--- src/design/ucb_map.svh ---
`ifndef UCB_MAP_SVH
`define UCB_MAP_SVH
// register offsets on the 3-bit register port
`define UCB_ADDR_DATA 3'h0
`define UCB_ADDR_IRQ_EN 3'h1
`define UCB_ADDR_FIFO_CTL 3'h2
`define UCB_ADDR_LINE_CTL 3'h3
`define UCB_ADDR_DIV_LO 3'h4
`define UCB_ADDR_DIV_HI 3'h5
`define UCB_ADDR_LINE_STAT 3'h6
`define UCB_ADDR_SCRATCH 3'h7
// field positions
`define UCB_IRQ_EN_RX 0
`define UCB_IRQ_EN_TX 1
`define UCB_FIFO_CTL_EN 0
`define UCB_FIFO_CTL_RX_CLR 1
`define UCB_FIFO_CTL_TX_CLR 2
// reset values
`define UCB_DIV_RESET 16'h0000
`define UCB_LINE_CTL_RESET 8'h03
`define UCB_BYTE_RESET 8'h00
// buffer depth and bit timing in 16x ticks
`define UCB_FIFO_DEPTH 5'h10
`define UCB_TICK_LAST 4'hF
`define UCB_TICK_HALF 4'h7
`endif

--- src/design/ucb_pkg.sv ---
package ucb_pkg;
  typedef enum logic [2:0] {
    UCB_TX_IDLE = 3'b000,
    UCB_TX_START = 3'b001,
    UCB_TX_DATA = 3'b010,
    UCB_TX_PARITY = 3'b011,
    UCB_TX_STOP = 3'b100
  } ucb_tx_state_e;
  typedef enum logic [2:0] {
    UCB_RX_IDLE = 3'b000,
    UCB_RX_START = 3'b001,
    UCB_RX_DATA = 3'b010,
    UCB_RX_PARITY = 3'b011,
    UCB_RX_STOP = 3'b100
  } ucb_rx_state_e;
  typedef struct packed {
    logic [2:0] spare;
    logic even_parity;
    logic parity_en;
    logic two_stop;
    logic [1:0] word_len;
  } ucb_lcr_s;
endpackage : ucb_pkg

--- src/design/ucb_uart.sv ---
// The register offsets and strobed register access were chosen for this implementation.
`include "ucb_map.svh"
`timescale 1ns/1ps
`default_nettype none
module ucb_uart (
  // clock and reset
  input wire logic core_clk,
  input wire logic nrst,
  // register port
  input wire logic [2:0] reg_addr,
  input wire logic [7:0] reg_wdata,
  input wire logic reg_wr,
  input wire logic reg_rd,
  output logic [7:0] reg_rdata,
  // clock pins
  input wire logic reference_clock_in,
  input wire logic receiver_clock_in,
  // serial line
  input wire logic serial_input,
  output logic serial_output,
  output logic baud_clock_out,
  // interrupt request
  output logic irq_out
);
  function automatic logic [3:0] data_bits(input logic [1:0] wl);
    data_bits = 4'h5 + {2'b00, wl};
  endfunction : data_bits

  // char mode behaves as a one-deep holding register
  function automatic logic [4:0] fifo_limit(input logic fifo_en);
    fifo_limit = fifo_en ? `UCB_FIFO_DEPTH : 5'h01;
  endfunction : fifo_limit

  logic ref_meta_reg, ref_sync_reg, ref_last_reg;
  logic rck_meta_reg, rck_sync_reg, rck_last_reg;
  logic sin_meta_reg, sin_sync_reg;
  logic ref_edge, rx_tick;
  logic [15:0] div_reg, baud_cnt_reg;
  logic [7:0] ier_reg, fcr_reg, scratch_pad_reg;
  ucb_pkg::ucb_lcr_s lcr_reg;
  logic wr_div;
  logic [7:0] rx_mem [0:15];
  logic [7:0] tx_mem [0:15];
  logic [3:0] rx_wp_reg, rx_rp_reg, tx_wp_reg, tx_rp_reg;
  logic [4:0] rx_count_reg, tx_count_reg;
  logic rx_push, rx_pop, tx_push, tx_pop, rx_full;
  logic [7:0] rx_word;
  ucb_pkg::ucb_tx_state_e tx_state_reg;
  ucb_pkg::ucb_rx_state_e rx_state_reg;
  logic [7:0] transmit_shifter_reg, receive_shifter_reg;
  logic [3:0] tx_tick_reg, rx_tick_reg;
  logic [2:0] tx_bit_reg, rx_bit_reg;
  logic tx_par_reg, rx_par_reg, tx_stop2_reg;
  logic overrun_reg, parity_err_reg, frame_err_reg;
  logic rx_avail, tx_empty, irq_next;
  logic [7:0] rdata_next, line_status;

  assign ref_edge = ref_sync_reg & ~ref_last_reg;
  assign rx_tick = rck_sync_reg & ~rck_last_reg;
  assign wr_div = reg_wr && (reg_addr == `UCB_ADDR_DIV_LO || reg_addr == `UCB_ADDR_DIV_HI);

  // clock pins are slow against core_clk, so rising edges become enables
  always_ff @(posedge core_clk or negedge nrst) begin
    if (!nrst) begin
      ref_meta_reg <= 1'b0;
      ref_sync_reg <= 1'b0;
      ref_last_reg <= 1'b0;
      rck_meta_reg <= 1'b0;
      rck_sync_reg <= 1'b0;
      rck_last_reg <= 1'b0;
      sin_meta_reg <= 1'b1;
      sin_sync_reg <= 1'b1;
    end else begin
      ref_meta_reg <= reference_clock_in;
      ref_sync_reg <= ref_meta_reg;
      ref_last_reg <= ref_sync_reg;
      rck_meta_reg <= receiver_clock_in;
      rck_sync_reg <= rck_meta_reg;
      rck_last_reg <= rck_sync_reg;
      sin_meta_reg <= serial_input;
      sin_sync_reg <= sin_meta_reg;
    end
  end

  // control registers
  always_ff @(posedge core_clk or negedge nrst) begin
    if (!nrst) begin
      div_reg <= `UCB_DIV_RESET;
      ier_reg <= `UCB_BYTE_RESET;
      fcr_reg <= `UCB_BYTE_RESET;
      lcr_reg <= `UCB_LINE_CTL_RESET;
      scratch_pad_reg <= `UCB_BYTE_RESET;
    end else if (reg_wr) begin
      if (reg_addr == `UCB_ADDR_DIV_LO) begin
        div_reg[7:0] <= reg_wdata;
      end else if (reg_addr == `UCB_ADDR_DIV_HI) begin
        div_reg[15:8] <= reg_wdata;
      end else if (reg_addr == `UCB_ADDR_IRQ_EN) begin
        ier_reg <= {6'h00, reg_wdata[1:0]};
      end else if (reg_addr == `UCB_ADDR_FIFO_CTL) begin
        fcr_reg <= {reg_wdata[7:6], 5'h00, reg_wdata[0]};
      end else if (reg_addr == `UCB_ADDR_LINE_CTL) begin
        lcr_reg <= reg_wdata;
      end else if (reg_addr == `UCB_ADDR_SCRATCH) begin
        scratch_pad_reg <= reg_wdata;
      end
    end
  end

  // divisor zero leaves the generator stopped; software must load it first
  always_ff @(posedge core_clk or negedge nrst) begin
    if (!nrst) begin
      baud_cnt_reg <= `UCB_DIV_RESET;
      baud_clock_out <= 1'b0;
    end else if (wr_div) begin
      baud_cnt_reg <= (reg_addr == `UCB_ADDR_DIV_LO) ? {div_reg[15:8], reg_wdata}
                                                     : {reg_wdata, div_reg[7:0]};
      baud_clock_out <= 1'b0;
    end else if (ref_edge && div_reg != 16'h0000) begin
      if (baud_cnt_reg <= 16'h0001) begin
        baud_cnt_reg <= div_reg;
        baud_clock_out <= 1'b1;
      end else begin
        baud_cnt_reg <= baud_cnt_reg - 16'h0001;
        baud_clock_out <= 1'b0;
      end
    end else begin
      baud_clock_out <= 1'b0;
    end
  end

  assign rx_full = rx_count_reg >= fifo_limit(fcr_reg[`UCB_FIFO_CTL_EN]);
  assign rx_pop = reg_rd && reg_addr == `UCB_ADDR_DATA && rx_count_reg != 5'h00;
  assign tx_push = reg_wr && reg_addr == `UCB_ADDR_DATA &&
                   tx_count_reg < fifo_limit(fcr_reg[`UCB_FIFO_CTL_EN]);
  assign tx_pop = tx_state_reg == ucb_pkg::UCB_TX_IDLE && tx_count_reg != 5'h00;
  assign rx_word = receive_shifter_reg >> (4'h8 - data_bits(lcr_reg.word_len));

  always_ff @(posedge core_clk) begin
    if (rx_push && !rx_full) begin
      rx_mem[rx_wp_reg] <= rx_word;
    end
    if (tx_push) begin
      tx_mem[tx_wp_reg] <= reg_wdata;
    end
  end

  // receive buffer pointers; an overflowing character is dropped
  always_ff @(posedge core_clk or negedge nrst) begin
    if (!nrst) begin
      rx_wp_reg <= 4'h0;
      rx_rp_reg <= 4'h0;
      rx_count_reg <= 5'h00;
    end else if (reg_wr && reg_addr == `UCB_ADDR_FIFO_CTL && reg_wdata[`UCB_FIFO_CTL_RX_CLR]) begin
      rx_wp_reg <= 4'h0;
      rx_rp_reg <= 4'h0;
      rx_count_reg <= 5'h00;
    end else begin
      if (rx_push && !rx_full) begin
        rx_wp_reg <= rx_wp_reg + 4'h1;
      end
      if (rx_pop) begin
        rx_rp_reg <= rx_rp_reg + 4'h1;
      end
      rx_count_reg <= rx_count_reg + {4'h0, rx_push && !rx_full} - {4'h0, rx_pop};
    end
  end

  always_ff @(posedge core_clk or negedge nrst) begin
    if (!nrst) begin
      tx_wp_reg <= 4'h0;
      tx_rp_reg <= 4'h0;
      tx_count_reg <= 5'h00;
    end else if (reg_wr && reg_addr == `UCB_ADDR_FIFO_CTL && reg_wdata[`UCB_FIFO_CTL_TX_CLR]) begin
      tx_wp_reg <= 4'h0;
      tx_rp_reg <= 4'h0;
      tx_count_reg <= 5'h00;
    end else begin
      if (tx_push) begin
        tx_wp_reg <= tx_wp_reg + 4'h1;
      end
      if (tx_pop) begin
        tx_rp_reg <= tx_rp_reg + 4'h1;
      end
      tx_count_reg <= tx_count_reg + {4'h0, tx_push} - {4'h0, tx_pop};
    end
  end

  // transmitter: sixteen baud pulses per bit
  always_ff @(posedge core_clk or negedge nrst) begin
    if (!nrst) begin
      tx_state_reg <= ucb_pkg::UCB_TX_IDLE;
      transmit_shifter_reg <= `UCB_BYTE_RESET;
      tx_tick_reg <= 4'h0;
      tx_bit_reg <= 3'h0;
      tx_par_reg <= 1'b0;
      tx_stop2_reg <= 1'b0;
      serial_output <= 1'b1;
    end else begin
      case (tx_state_reg)
        ucb_pkg::UCB_TX_IDLE: begin
          serial_output <= 1'b1;
          if (tx_pop) begin
            transmit_shifter_reg <= tx_mem[tx_rp_reg];
            tx_par_reg <= ~lcr_reg.even_parity;
            tx_tick_reg <= 4'h0;
            tx_state_reg <= ucb_pkg::UCB_TX_START;
            serial_output <= 1'b0;
          end
        end
        default: begin
          if (baud_clock_out) begin
            tx_tick_reg <= tx_tick_reg + 4'h1;
            if (tx_tick_reg == `UCB_TICK_LAST) begin
              case (tx_state_reg)
                ucb_pkg::UCB_TX_START: begin
                  tx_bit_reg <= 3'h0;
                  serial_output <= transmit_shifter_reg[0];
                  tx_par_reg <= tx_par_reg ^ transmit_shifter_reg[0];
                  transmit_shifter_reg <= {1'b0, transmit_shifter_reg[7:1]};
                  tx_state_reg <= ucb_pkg::UCB_TX_DATA;
                end
                ucb_pkg::UCB_TX_DATA: begin
                  if ({1'b0, tx_bit_reg} == data_bits(lcr_reg.word_len) - 4'h1) begin
                    tx_stop2_reg <= lcr_reg.two_stop;
                    if (lcr_reg.parity_en) begin
                      serial_output <= tx_par_reg;
                      tx_state_reg <= ucb_pkg::UCB_TX_PARITY;
                    end else begin
                      serial_output <= 1'b1;
                      tx_state_reg <= ucb_pkg::UCB_TX_STOP;
                    end
                  end else begin
                    tx_bit_reg <= tx_bit_reg + 3'h1;
                    serial_output <= transmit_shifter_reg[0];
                    tx_par_reg <= tx_par_reg ^ transmit_shifter_reg[0];
                    transmit_shifter_reg <= {1'b0, transmit_shifter_reg[7:1]};
                  end
                end
                ucb_pkg::UCB_TX_PARITY: begin
                  serial_output <= 1'b1;
                  tx_state_reg <= ucb_pkg::UCB_TX_STOP;
                end
                default: begin
                  serial_output <= 1'b1;
                  if (tx_stop2_reg) begin
                    tx_stop2_reg <= 1'b0;
                  end else begin
                    tx_state_reg <= ucb_pkg::UCB_TX_IDLE;
                  end
                end
              endcase
            end
          end
        end
      endcase
    end
  end

  // receiver: start is checked at mid-bit, then one sample per sixteen ticks
  always_ff @(posedge core_clk or negedge nrst) begin
    if (!nrst) begin
      rx_state_reg <= ucb_pkg::UCB_RX_IDLE;
      receive_shifter_reg <= `UCB_BYTE_RESET;
      rx_tick_reg <= 4'h0;
      rx_bit_reg <= 3'h0;
      rx_par_reg <= 1'b0;
      rx_push <= 1'b0;
    end else begin
      rx_push <= 1'b0;
      if (rx_tick) begin
        rx_tick_reg <= rx_tick_reg + 4'h1;
        case (rx_state_reg)
          ucb_pkg::UCB_RX_IDLE: begin
            rx_tick_reg <= 4'h0;
            if (!sin_sync_reg) begin
              rx_state_reg <= ucb_pkg::UCB_RX_START;
            end
          end
          ucb_pkg::UCB_RX_START: begin
            if (rx_tick_reg == `UCB_TICK_HALF) begin
              rx_tick_reg <= 4'h0;
              rx_bit_reg <= 3'h0;
              rx_par_reg <= ~lcr_reg.even_parity;
              rx_state_reg <= sin_sync_reg ? ucb_pkg::UCB_RX_IDLE : ucb_pkg::UCB_RX_DATA;
            end
          end
          ucb_pkg::UCB_RX_DATA: begin
            if (rx_tick_reg == `UCB_TICK_LAST) begin
              receive_shifter_reg <= {sin_sync_reg, receive_shifter_reg[7:1]};
              rx_par_reg <= rx_par_reg ^ sin_sync_reg;
              rx_bit_reg <= rx_bit_reg + 3'h1;
              if ({1'b0, rx_bit_reg} == data_bits(lcr_reg.word_len) - 4'h1) begin
                rx_state_reg <= lcr_reg.parity_en ? ucb_pkg::UCB_RX_PARITY
                                                  : ucb_pkg::UCB_RX_STOP;
              end
            end
          end
          ucb_pkg::UCB_RX_PARITY: begin
            if (rx_tick_reg == `UCB_TICK_LAST) begin
              rx_par_reg <= rx_par_reg ^ sin_sync_reg;
              rx_state_reg <= ucb_pkg::UCB_RX_STOP;
            end
          end
          default: begin
            if (rx_tick_reg == `UCB_TICK_LAST) begin
              rx_push <= 1'b1;
              rx_state_reg <= ucb_pkg::UCB_RX_IDLE;
            end
          end
        endcase
      end
    end
  end

  // error flags: a new error wins over the clearing status read
  always_ff @(posedge core_clk or negedge nrst) begin
    if (!nrst) begin
      overrun_reg <= 1'b0;
      parity_err_reg <= 1'b0;
      frame_err_reg <= 1'b0;
    end else begin
      if (reg_rd && reg_addr == `UCB_ADDR_LINE_STAT) begin
        overrun_reg <= 1'b0;
        parity_err_reg <= 1'b0;
        frame_err_reg <= 1'b0;
      end
      if (rx_push && rx_full) begin
        overrun_reg <= 1'b1;
      end
      if (rx_tick && rx_state_reg == ucb_pkg::UCB_RX_STOP && rx_tick_reg == `UCB_TICK_LAST) begin
        if (!sin_sync_reg) begin
          frame_err_reg <= 1'b1;
        end
        if (lcr_reg.parity_en && rx_par_reg) begin
          parity_err_reg <= 1'b1;
        end
      end
    end
  end

  assign line_status = {1'b0, tx_empty && tx_state_reg == ucb_pkg::UCB_TX_IDLE, tx_empty, 1'b0,
                        frame_err_reg, parity_err_reg, overrun_reg, rx_count_reg != 5'h00};
  assign tx_empty = tx_count_reg == 5'h00;

  always_comb begin
    // fifo mode compares against the programmed trigger level
    if (fcr_reg[`UCB_FIFO_CTL_EN]) begin
      case (fcr_reg[7:6])
        2'h0: rx_avail = rx_count_reg >= 5'h01;
        2'h1: rx_avail = rx_count_reg >= 5'h04;
        2'h2: rx_avail = rx_count_reg >= 5'h08;
        default: rx_avail = rx_count_reg >= 5'h0E;
      endcase
    end else begin
      rx_avail = rx_count_reg != 5'h00;
    end
    irq_next = (ier_reg[`UCB_IRQ_EN_RX] && rx_avail) ||
               (ier_reg[`UCB_IRQ_EN_TX] && tx_empty);
  end

  always_comb begin
    if (reg_addr == `UCB_ADDR_DATA) begin
      rdata_next = (rx_count_reg != 5'h00) ? rx_mem[rx_rp_reg] : 8'h00;
    end else if (reg_addr == `UCB_ADDR_IRQ_EN) begin
      rdata_next = ier_reg;
    end else if (reg_addr == `UCB_ADDR_FIFO_CTL) begin
      rdata_next = fcr_reg;
    end else if (reg_addr == `UCB_ADDR_LINE_CTL) begin
      rdata_next = lcr_reg;
    end else if (reg_addr == `UCB_ADDR_DIV_LO) begin
      rdata_next = div_reg[7:0];
    end else if (reg_addr == `UCB_ADDR_DIV_HI) begin
      rdata_next = div_reg[15:8];
    end else if (reg_addr == `UCB_ADDR_LINE_STAT) begin
      rdata_next = line_status;
    end else begin
      rdata_next = scratch_pad_reg;
    end
  end

  always_ff @(posedge core_clk or negedge nrst) begin
    if (!nrst) begin
      reg_rdata <= 8'h00;
      irq_out <= 1'b0;
    end else begin
      reg_rdata <= reg_rd ? rdata_next : 8'h00;
      irq_out <= irq_next;
    end
  end

  property p_div_reload;
    @(posedge core_clk) disable iff (!nrst) wr_div |=> baud_cnt_reg == div_reg;
  endproperty
  a_div_reload: assert property (p_div_reload) else $error("counter not reloaded");
  property p_baud_pulse;
    @(posedge core_clk) disable iff (!nrst)
      (ref_edge && !wr_div && div_reg != 16'h0000 && baud_cnt_reg <= 16'h0001)
      |=> baud_clock_out ##1 !baud_clock_out;
  endproperty
  a_baud_pulse: assert property (p_baud_pulse) else $error("baud pulse wrong");
  property p_div_hold;
    @(posedge core_clk) disable iff (!nrst)
      (reg_wr && reg_addr == `UCB_ADDR_DIV_HI) |=> div_reg[15:8] == $past(reg_wdata);
  endproperty
  a_div_hold: assert property (p_div_hold) else $error("high latch lost");
  property p_scratch;
    @(posedge core_clk) disable iff (!nrst)
      (reg_wr && reg_addr == `UCB_ADDR_SCRATCH) ##1 (reg_rd && reg_addr == `UCB_ADDR_SCRATCH)
      |=> reg_rdata == $past(reg_wdata, 2);
  endproperty
  a_scratch: assert property (p_scratch) else $error("scratch readback wrong");
  property p_rx_irq;
    @(posedge core_clk) disable iff (!nrst)
      (!fcr_reg[0] && ier_reg[0] && rx_count_reg != 5'h00) |=> irq_out;
  endproperty
  a_rx_irq: assert property (p_rx_irq) else $error("rx irq missing");
  property p_tx_clear;
    @(posedge core_clk) disable iff (!nrst)
      (!fcr_reg[0] && !ier_reg[0] && tx_push) |=> ##1 !irq_out;
  endproperty
  a_tx_clear: assert property (p_tx_clear) else $error("tx irq not cleared");
  // a busy shifter must leave the holding buffer alone; only a clear may empty it
  property p_load_idle;
    @(posedge core_clk) disable iff (!nrst)
      (tx_state_reg != ucb_pkg::UCB_TX_IDLE && !(reg_wr && reg_addr == `UCB_ADDR_FIFO_CTL))
      |=> tx_count_reg >= $past(tx_count_reg);
  endproperty
  a_load_idle: assert property (p_load_idle) else $error("load while busy");
  property p_start_low;
    @(posedge core_clk) disable iff (!nrst)
      tx_pop |=> (!serial_output && tx_state_reg == ucb_pkg::UCB_TX_START);
  endproperty
  a_start_low: assert property (p_start_low) else $error("start bit missing");
  property p_cap;
    @(posedge core_clk) disable iff (!nrst)
      rx_count_reg <= `UCB_FIFO_DEPTH && tx_count_reg <= `UCB_FIFO_DEPTH;
  endproperty
  a_cap: assert property (p_cap) else $error("buffer over depth");
  c_rx_push: cover property (@(posedge core_clk) disable iff (!nrst) rx_push && !rx_full);
  c_tx_done: cover property (@(posedge core_clk) disable iff (!nrst)
    tx_state_reg == ucb_pkg::UCB_TX_STOP ##1 tx_state_reg == ucb_pkg::UCB_TX_IDLE);
  c_irq: cover property (@(posedge core_clk) disable iff (!nrst) $rose(irq_out));
endmodule : ucb_uart
`default_nettype wire

--- config.mk ---
export PLATFORM = sky130hd
export DESIGN_NAME = ucb_uart
export DESIGN_NICKNAME = d
export VERILOG_FILES = /design/src/design/ucb_pkg.sv /design/src/design/ucb_uart.sv
export VERILOG_INCLUDE_DIRS = /design/src /design/src/design
export SDC_FILE = /design/constraint.sdc
export NUM_CORES = 1
export LEC_CHECK = 0
export BUFFER_PORTS_ARGS = -buffer_cell sky130_fd_sc_hd__buf_2
export CORE_UTILIZATION = 35
export DETAILED_ROUTE_END_ITERATION = 7
export PLACE_DENSITY = 0.59
export SYNTH_ARGS = -nofsm -noshare
export SYNTH_HDL_FRONTEND = slang
export SYNTH_SLANG_ARGS = --single-unit
--- constraint.sdc ---
create_clock -name core_clk -period 8.7 [get_ports core_clk]
set_input_delay 0.87 -clock core_clk [delete_from_list [all_inputs] [get_ports core_clk]]
set_output_delay 0.87 -clock core_clk [all_outputs]
set_load 0.05 [all_outputs]
* After elaboration in Yosys (flattened, before gate mapping)
Memory sizes are Yosys's and may differ from the RTL's.
Cells that the tools add are included.
** Word-level totals
- Flip-flop bits (word level) :: 141
- Bits in writable memories :: 256
- Word-level logic and storage cells :: 273
- Memories :: 2
- Output and inout bits :: 11
** Memory list
- rx_mem :: words 16, width 8, read ports 1, clocked after Yosys merged registers in 0, wr ports 1, RTL line ucb_uart.sv:42 : logic [7:0] rx_mem [0:15];
- tx_mem :: words 16, width 8, read ports 1, clocked after Yosys merged registers in 0, wr ports 1, RTL line ucb_uart.sv:43 : logic [7:0] tx_mem [0:15];
** Operators by class
- Bitwise operators :: 14
- Reduce and logical (&&, ||, !) cells :: 62
- Mux-type cells :: 94
- Eq/ne operators :: 33
- Shift operators :: 1
- $lt $le $gt $ge :: 7
- Add/sub/neg operators :: 16
** Operator list (count)
- 8-bit 2-to-1 mux :: 14
- 16-bit 2-to-1 mux :: 4
- 3-bit 2-to-1 mux :: 16
- 4-bit 2-to-1 mux :: 12
- 1-bit 2-to-1 mux :: 33
- 5-bit AND reduction :: 5
- 4-bit by 1-bit adder with 4-bit output, second input constant :: 6
- 2-bit nonzero test :: 11
- 1-bit logical AND :: 19
- 3-bit by 2-bit == test with 1-bit output, second input constant :: 6
- 16-bit by 1-bit <= comparator with 1-bit output, second input constant :: 1
- 2-bit != test, second input constant :: 8
- 8-bit case mux with 2 select lines :: 1
- 16-bit nonzero test :: 1
- 16-bit by 1-bit subtractor with 16-bit output, second input constant :: 1
- 3-bit == test, second input constant :: 5
- 5-bit 2-to-1 mux :: 3
- 7-bit AND reduction :: 2
- 3-bit case mux with 2 select lines :: 2
- 3-bit case mux with 4 select lines :: 1
- 4-bit AND reduction :: 3
- 5-bit by 1-bit adder with 5-bit output :: 2
- 5-bit by 4-bit greater-or-equal comparator with 1-bit output, second input constant :: 2
- 1-bit NOT :: 10
- 38 further kinds :: 59

* Logic depth before layout (Yosys ltp)
Gate-level depths: netlist of the first run.
- Depth in word-level cells :: 10
- Gate-level depth with buffers :: 15

* Least setup slack after synthesis of the first run
No wires, ideal clock.
- Path type :: input to register
- Start :: input port reg_addr[0]
- End :: register tx_count_reg[4]
- Setup time :: 77 ps
- Cell stages on the path :: 11
- Path slack :: 5449 ps
- Arrival :: 3174 ps
- Cells stage by stage :: buf_2 nor4_2 nand2_1 ha_1 inv_1 ha_1 fa_1 a21oi_1 nor2_1 or3_1 a21oi_1
** Between the ends
- Cells in the longest elaborated chain, start to end :: 6
- Elaborated cells on any way between the ends :: 9
- Classes of those cells :: add/sub: 2; eq/ne: 1; mux: 1; reduce/logical: 5
** RTL lines
- from (decl) :: RTL line ucb_uart.sv:10 : input wire logic [2:0] reg_addr,
- 3-bit zero test (no line)
- 1-bit logical AND (no line)
- 1-bit logical AND :: RTL line ucb_uart.sv:134 : assign tx_push = reg_wr && reg_addr == `UCB_ADDR_DATA &&
- 5-bit by 1-bit adder with 5-bit output :: RTL line ucb_uart.sv:185 : tx_count_reg <= tx_count_reg + {4'h0, tx_push} - {4'h0, tx_pop};
- 5-bit by 1-bit subtractor with 5-bit output :: RTL line ucb_uart.sv:185
- 5-bit 2-to-1 mux * :: RTL line ucb_uart.sv:174 : end else if (reg_wr && reg_addr == `UCB_ADDR_FIFO_CTL && reg_wdata[`UCB_FIFO_CTL_TX_CLR]) begin
- to (signal assigned) :: RTL line ucb_uart.sv:185
- to (decl) :: RTL line ucb_uart.sv:45 : logic [4:0] rx_count_reg, tx_count_reg;
Mark *: on every way between the ends. The rest lies on a longest branch, timed or not.
A chain may end at the register's enable or synchronous reset.

* Final worst setup path of the first run
- Start :: register tx_count_reg[2]
- End :: register tx_count_reg[4]
** Between the ends
- Cells in the longest elaborated chain, start to end :: 5
- Elaborated cells on any way between the ends :: 7
- Classes of those cells :: add/sub: 2; order compare: 1; mux: 1; reduce/logical: 3
** RTL lines
- 5-bit less-than comparator :: RTL line ucb_uart.sv:135 : tx_count_reg < fifo_limit(fcr_reg[`UCB_FIFO_CTL_EN]);
- 1-bit logical AND :: RTL line ucb_uart.sv:134
- 5-bit by 1-bit adder with 5-bit output :: RTL line ucb_uart.sv:185
- 5-bit by 1-bit subtractor with 5-bit output * :: RTL line ucb_uart.sv:185
- 5-bit 2-to-1 mux * :: RTL line ucb_uart.sv:174
Marks and branches as above.

==> summary by stage, run 1 <==
Placed design
At the end of routability-driven placement, the weighted congestion stood at between 0.9 and 1. Before CTS, the worst setup slack after placement is approximately 4.9 ns. The wire-length estimate of the detail-placed layout is around 27000 µm. The count of buffers added on input and output ports is 28.

Yosys
The top cell type by area accounts for 42.4% of the synthesized area. The sequential share of the synthesized area is approximately three fifths. Yosys printed 0 warnings.

The most common flop cell mapped by yosys is sky130_fd_sc_hd__edfxtp_1. The post-synthesis async set-or-reset flop share is a little over a third. The cell count after synthesis is ~1.3k. The synthesized design spends more area on one cell type than any other, namely sky130_fd_sc_hd__edfxtp_1.

After synthesis, the mean cell area works out to between 10 and 15 µm². The number of nets in the synthesized netlist is 1329. The count of flip-flops with a built-in enable after synthesis is ~260. Counting distinct cell types in the post-synthesis netlist gives 86.

The cell area after synthesis is between 15000 and 20000 µm². The cell with the most instances after synthesis is sky130_fd_sc_hd__edfxtp_1. By count the netlist is led by sky130_fd_sc_hd__edfxtp_1, sky130_fd_sc_hd__dfrtp_1, sky130_fd_sc_hd__nand2_1, sky130_fd_sc_hd__nor2_1, sky130_fd_sc_hd__mux4_2.

After synthesis the netlist holds a flip-flop and latch count of between 300 and 400. After synthesis, the cell types taking the most area are sky130_fd_sc_hd__edfxtp_1, sky130_fd_sc_hd__dfrtp_1, sky130_fd_sc_hd__mux4_2, sky130_fd_sc_hd__mux2_2, sky130_fd_sc_hd__ha_1.

Job
The tool flagged a number of max-cap violations equal to 0.

Power and ir drop
The internal power consumption is between 3000 and 4000 µW. Across the VDD grid, the largest voltage drop is roughly 0.13 mV. The static leakage is 0.00716 µW. In this run the power spent charging and discharging nets is approximately 1500 µW. The combinational share of power is 19.0%. Dividing total power by cell area gives a power density of between 200 and 300 nW/µm². The switching power as a share of total power is 29.3%.

Of the total power, the clock network draws around 36%. Sequential cells burn between 40% and 50% of the power.

Timing
The final critical path time including I/O delays and setup is between 3 and 4 ns. Dividing the final minimum period by the clock period gives roughly two fifths. The total negative slack is 0 ns. Setup violations remaining at the end of the flow were counted as 0. In the post-route analysis, the smallest setup slack over all paths is between 5 and 6 ns.

The max-slew violation count is 0. The transition time at the pin with the least slew margin is ~1.2 ns. The maximum operating frequency is 297 MHz.

The final hold violation count is 0. The clock arrives with 0.0235 ns of skew. Setup repair after global routing left no endpoint under its margin. Measured against its own limit, the worst slew margin works out to 20.7%.

Die
Measured along the x axis, the die boundary spans 230 µm. The full die area is about 53000 µm². The initial core utilization is around 35%.

The floorplan step set the die height to about 230 µm. The floorplan has 83 rows. The core outline area is 51200 µm². 29 I/O pins were placed.

Critical path
The critical path is of the reg2reg type. For the worst setup path, the data arrival time is ~3.9 ns. The kind of capture point of the worst setup path is a flop. Counting both buffers and inverters, the worst setup path holds a total of 2.

The worst setup path is launched from a flop. The depth of the worst register-to-register path is 12. The data required time at the worst endpoint is between 9 and 10 ns. The slowest cell on the critical path is sky130_fd_sc_hd__nor4b_2. The critical path runs through a total of 12 cells. Among the stages of the critical path, the cell type that occurs most often is sky130_fd_sc_hd__ha_1. The kind of cell adding the most delay to the critical path is simple AND/OR/NAND/NOR gates. Along the worst path, the maximum fanout reaches 10.

The largest stage delay on the critical path is a little over 0.6 ns. The critical path goes through inv_1 -> ha_1 -> nor4b_2 -> nor2_2 -> ha_1 -> inv_1 -> ha_1 -> fa_1 -> a21oi_1 -> nor2_1 -> or3_1 -> a21oi_1.

Detailed routing
In the routed layout, each cell is associated on average with a via count of around 5.4. Before antenna repair, the detailed router went through 5 iterations. Dividing the detail-routed wire length by the instance count gives about 21 µm. The routed wire length is approximately 42000 µm. After the first detailed-routing iteration, the DRC count stood at about 890. The final route contains roughly 11k vias. The residual DRC count is 0. The number of nets still failing antenna checks after routing is 0.

GRT
The initial antenna violation count is 2. Entering global routing, the biggest net connects 73 pins. The number of global-route vias before repair is ~11k. The combined global-route utilization of all metal layers is roughly 16%.

The first global-routing pass estimated ~65000 µm of wire. Summed over all layers, the global routing overflow is 0.

CTS
For this design, the sink count on the clock tree is 397. The H-tree was split into 2 levels. In this run the deepest clock path goes through 3 buffers.

After clock tree synthesis, the clock-pin slew on the worst setup and hold paths is 0.06 ns. Counting the buffers created by CTS gives 44. The root buffer cell chosen for the clock tree is sky130_fd_sc_hd__clkbuf_16. Gates resized during post-CTS repair numbered 0.

Once the clock tree was built, the setup fixing pass inserted 0 buffers. The hold-fix buffer count after cts is 0. The insertion delay to the later sink of the worst-skew pair is about 0.57 ns. The CTS tree is done.

Final layout
The area growth from synthesis to layout is 12.4%. The number of inserted filler cells in the final layout is 4711. The repair_antennas step left the layout with diodes totalling 0. The net total in the final layout is roughly 1.4k. In the final layout, the registers with the most flip-flops are rx_mem (128), tx_mem (128). Cells with a size suffix above 1 make up 19.6% of the layout.

Run status
The run finished with clean final reports.

Hold path
The path class of the tightest hold or removal check is in2async.
==> final timing paths <==
kind,startpoint,to,slack [ns]
worst max-delay path,tx_count_reg[2]$_DFF_PN0_,tx_count_reg[4]$_DFF_PN0_,5.33
worst min-delay path,nrst,tx_tick_reg[3]$_DFFE_PN0P_,0.31
worst max register to register,tx_count_reg[2]$_DFF_PN0_,tx_count_reg[4]$_DFF_PN0_,5.33
worst min register to register,rck_meta_reg$_DFF_PN0_,rck_sync_reg$_DFF_PN0_,0.35
max in group asynchronous,nrst,rx_rp_reg[0]$_DFFE_PN0P_,6.95
min in group core_clk,rck_meta_reg$_DFF_PN0_,rck_sync_reg$_DFF_PN0_,0.35
==> power groups by stage <==
stage	sequential, µW	combinational [µW]	clock [µW]
after global routing	2350	1080	1930
after floorplan	2300	757	0
after CTS	2330	986	1870
after global placement	2360	963	0
final	2330	977	1820
after detailed placement	2360	981	0
==> logic make-up after synthesis <==
kind of cell,count (synthesis),synth area share [%]
buffers and inverters,110,2.63
AO/OA/AOI/OAI,212,8.00
adder cells (fa/ha/maj),40,2.84
flip-flops,397,61.9
AND/OR/NAND/NOR,327,9.74
XOR/XNOR,27,1.30
multiplexers,158,13.6
==> placed cells by master (no fill, tap or decap), drive strengths merged, types with 8 or more instances in the layout <==
cell,Yosys,routed
edfxtp,256,256
mux2,50,50
and2,20,20
nand2,75,75
o22ai,8,8
and3,10,10
mux2i,43,43
nor2b,12,12
buf,38,48
nand2b,17,17
nor3,27,27
nand3,20,20
mux4,65,65
o21ai,53,53
nor4,14,14
ha,38,38
nand4,19,19
clkinv,1,15
dfrtp,136,136
a22o,19,19
o211ai,12,12
nor2,72,72
a31oi,13,13
inv,44,45
a21oi,43,43
xnor2,22,22
clkbuf,27,57
==> metal layers <==
layer / part of all wire (%) / up-vias / routed length (µm) / global-route usage [%]
met3: 5.4 / 74 / 2280 / 3.13
met4: 2.5 / 2 / 1040 / 5.19
met2: 46 / 281 / 19300 / 24.9
li1: - / 4927 / - / -
met1: 46 / 5507 / 19300 / 22.5
met5: 0.021 / - / 9 / 0
==> cell type report <==
type,count,area [µm²],share of cell area [%]
Tap cell,680,851,4.18
Sequential cell,397,11200,55.1
Multi-Input combinational cell,764,6430,31.6
Clock buffer,57,1160,5.69
Inverter,45,169,0.829
Clock inverter,22,244,1.20
Timing Repair Buffer,48,297,1.46
==> stage by stage <==
stage               hold slack, ns  cell area (µm²)  utilization, %  power [µW]  cells
global route                 0.351            20400            39.8        5360   2013
CTS                          0.320            20400            39.8        5190   2013
floorplan                    0.331            18100               -        3050   1271
global placement             0.335            19000            37.1        3330   1934
detailed placement           0.337            19000            37.1        3350   1934
finish                       0.308            20400            39.8        5140   2013
Power figures use the tool's default switching activity.
==> run 2: changes to the inputs <==
==> constraint.sdc (replaced) <==
create_clock -name core_clk -period 3.2 [get_ports core_clk]
set_input_delay 0.32 -clock core_clk [delete_from_list [all_inputs] [get_ports core_clk]]
set_output_delay 0.32 -clock core_clk [all_outputs]
set_load 0.05 [all_outputs]
==> run 2 against run 1 <==
Effect of this change: die area is the same; worst hold slack lost 0.10 ns; cell area grew 1.6%; fmax rose by 16%; critical path type unchanged; cell count up 1.4%; sequential share of layout area fell by 0.89 points; count of clock-buffer cells in the layout unchanged; largest cell class unchanged; critical endpoint is now rx_count_reg[4]$_DFF_PN0_; non-clock buffer count increased by 30; largest power group unchanged; register-to-register slack worse by 5.0 ns; highest routed layer unchanged.
==> summary by stage, run 2 (synthesis results as in run 1) <==
GRT
The met1 track demand over resource is a little under a quarter. The initial antenna violation count was 3. The total congestion overflow after global routing is 0. The first-pass GRT wire length is roughly 66000 µm. In the global route stage, met3 resource usage came out at roughly 3.6%. Entering global routing, the biggest net connects 66 pins.

Global routing consumed, over all layers together, between 10% and 20% of the routing resources. met2 is the most crowded layer. The number of global-route vias before repair is 11.0k. The met2 global-route usage is 24.7%.

Timing
The maximum clock skew at final layout is ~0.013 ns. At the pin with the least slew margin, the transition time is 1.02 ns. Setup repair after global routing left no endpoint under its margin. The total of endpoints with negative setup slack in the final report is 0. The max-slew violation count is 0. The final period utilization is between 90% and 100%. Timing would allow up to between 300 and 400 MHz. The total negative slack is 0 ns. The worst pin sits at a relative slew slack of 31.8%. The final hold violation count is 0. After layout, the minimum clock period comes to 2.90 ns.

Critical path
The worst setup path is launched from a flop. The critical-path maximum fanout is 5. The kind of capture point of the worst setup path is a flop. Among all stages on the critical path, the largest delay is contributed by sky130_fd_sc_hd__dfrtp_1. The count of buffer and inverter cells on the critical path is 3. In this design, the stage delay of the slowest critical-path cell is between 0.4 and 0.5 ns. Grouping stages by cell kind, the critical path spends the most delay in adder cells. The critical path is of the reg2reg type. The number of cells on the worst reg-to-reg path is 15.

The signal on the critical path passes through inv_2 -> ha_1 -> and3b_1 -> o31ai_2 -> nand3b_1 -> ha_1 -> inv_1 -> ha_1 -> inv_1 -> fa_1 -> nor2_1 -> nor2_1 -> nor2_1 -> or3_1 -> a21oi_1. Data on the critical path arrives at its endpoint at approximately 3.3 ns. The data required time at the worst endpoint is roughly 3.6 ns. The number of logic stages on the critical path including buffering is 15.

Final layout
The net total in the final layout is ~1.4k. In the final layout, the multi-input gates occupy approximately 6400 µm². The library cells used most frequently in the layout, excluding fill and tap cells, are sky130_fd_sc_hd__edfxtp_1, sky130_fd_sc_hd__dfrtp_1, sky130_fd_sc_hd__nand2_1, sky130_fd_sc_hd__nor2_1, sky130_fd_sc_hd__mux4_2.

The sequential cell area in the final layout is between 10000 and 15000 µm². The area growth from synthesis to layout is 14.3%. The number of antenna diodes in the final layout is 0.

The ratio of cells with drive above 1 in the final layout is 21.1%. The most common cell after layout, fill and taps aside is sky130_fd_sc_hd__edfxtp_1. The largest registers in the layout are rx_mem (128), tx_mem (128). The number of inserted filler cells in the final layout is approximately 4.7k.

Detailed routing
After the first detailed-routing iteration, the DRC count stood at 740. Once detail routing completed, the nets flagged for antenna violations numbered 0. The routed wire length is roughly 42000 µm. The ratio of routed vias to standard cells is ~5.3. The residual DRC count is 0. The overall via count from detail_route is approximately 11k. The average routed wire per standard cell is between 20 and 25 µm. For this run, the detailed router's first-pass iteration total came to 7.

Die
The count of boundary I/O pins is 29. The die width is around 230 µm. The initial core utilization is between 30 and 40%. The height of the die is 230 µm. The die covers 52700 µm². After floorplanning, the core was divided into between 80 and 90 placement rows.

The floorplan step defined a core boundary enclosing a little over 50000 µm².

Power and ir drop
Combinational logic is responsible for 18.2% of the overall power. Internal power comes to between 10000 and 15000 µW. The share of total power in the clock network is 36.6%. In this run switching power makes up approximately 28% of total power.

Power comes to 14100 µW. The power per unit of standard cell area is ~680 nW/µm². In this run, flip-flops and latches consume roughly 45% of the power. Summed over all nets, the switching power comes to approximately 4000 µW.

Across the VDD grid, the largest voltage drop is 0.367 mV. The static leakage is 0.00727 µW.

Job
The number of violations of the max-capacitance limit is 0.

CTS
The CTS clock-pin slew for the worst setup and hold paths is 0.06 ns. In this run, CTS created clock tree buffers numbering 43. The number of setup buffers added after CTS is 0.

The sink count of the clock tree is slightly below 400. The count of H-tree levels built during CTS is 2. TritonCTS built the clock tree. The insertion delay to the later sink of the worst-skew pair is between 0.5 and 0.6 ns.

The longest clock path from root to sink contains 3 buffers. The clock tree root driver cell is sky130_fd_sc_hd__clkbuf_16.

Hold path
The depth of the worst hold-timing path is 4. The worst hold path belongs to the class in2reg.

Placed design
Routability-driven placement finished with a final weighted congestion of ~0.84. The count of buffers inserted at the top-level ports is 28. Once detailed placement completed, the half-perimeter wirelength came to 28000 µm.

Run status
The flow ran to the end, and the final reports show no timing, DRC or antenna violations.
run 2: cell count changes in the layout (fill, tap and decap cells not counted), sizes merged:
| cell | delta |
|---|---|
| bufinv | +2 |
| buf | +26 |
| clkinvlp | -3 |
| dlygate4sd3 | +4 |
run 2: metrics by stage:
stage	hold slack (ns)	worst slack, ns	util, %	cells	instance area, µm²
2_1_floorplan	0.0244	0.325	-	1271	18100
3_3_place_gp	0.338	0.297	37.5	1960	19200
3_5_place_dp	0.336	0.269	37.5	1960	19200
4_1_cts	0.186	0.244	40.5	2042	20700
5_1_grt	0.248	0.0335	40.5	2042	20700
6_report	0.203	0.299	40.5	2042	20700
run 2: path summary, 6_finish.rpt:
kind / start / end / slack, ns
max: fcr_reg[0]$_DFFE_PN0P_ / rx_count_reg[4]$_DFF_PN0_ / 0.30
min: reg_rd / frame_err_reg$_DFF_PN0_ / 0.20
max reg2reg: fcr_reg[0]$_DFFE_PN0P_ / rx_count_reg[4]$_DFF_PN0_ / 0.30
min reg2reg: rck_meta_reg$_DFF_PN0_ / rck_sync_reg$_DFF_PN0_ / 0.35
max in group asynchronous: nrst / sin_meta_reg$_DFF_PN1_ / 2.02
min in group asynchronous: nrst / transmit_shifter_reg[1]$_DFFE_PN0P_ / 0.32
run 2: power groups by stage:
stage	combinational [µW]	clock [µW]	sequential, µW
finish	2570	5170	6380
global placement	2530	0	6460
global route	2850	5500	6440
floorplan	2010	0	6240
detailed placement	2570	0	6470
CTS	2580	5300	6380
run 2: routing by layer:
metal  wire length [µm]  share of wire (%)
met1              19600                 47
met2              19000                 45
met3               2190                5.2
met4               1080                2.6
met5                 16              0.038
run 2: final cells by class:
cell class	instances	area share, %
timing repair buffer	78	2.75
sequential	397	54.2
clock inverter	21	1.24
clock buffer	57	5.85
tap	680	4.11
multi-input combinational	764	31.0
inverter	45	0.816
run 2: what timing repair did:
action,in CTS,in global routing
endpoints found under the setup margin,0,1
hold buffers,4,0
hold endpoints to repair,66,0
gates resized for setup,0,1
run 2: worst min-delay path: stages:
cell                      delay, ns
sky130_fd_sc_hd__buf_2         0.13
sky130_fd_sc_hd__nand3_1       0.15
sky130_fd_sc_hd__nand2_1       0.07
sky130_fd_sc_hd__o31ai_1       0.05
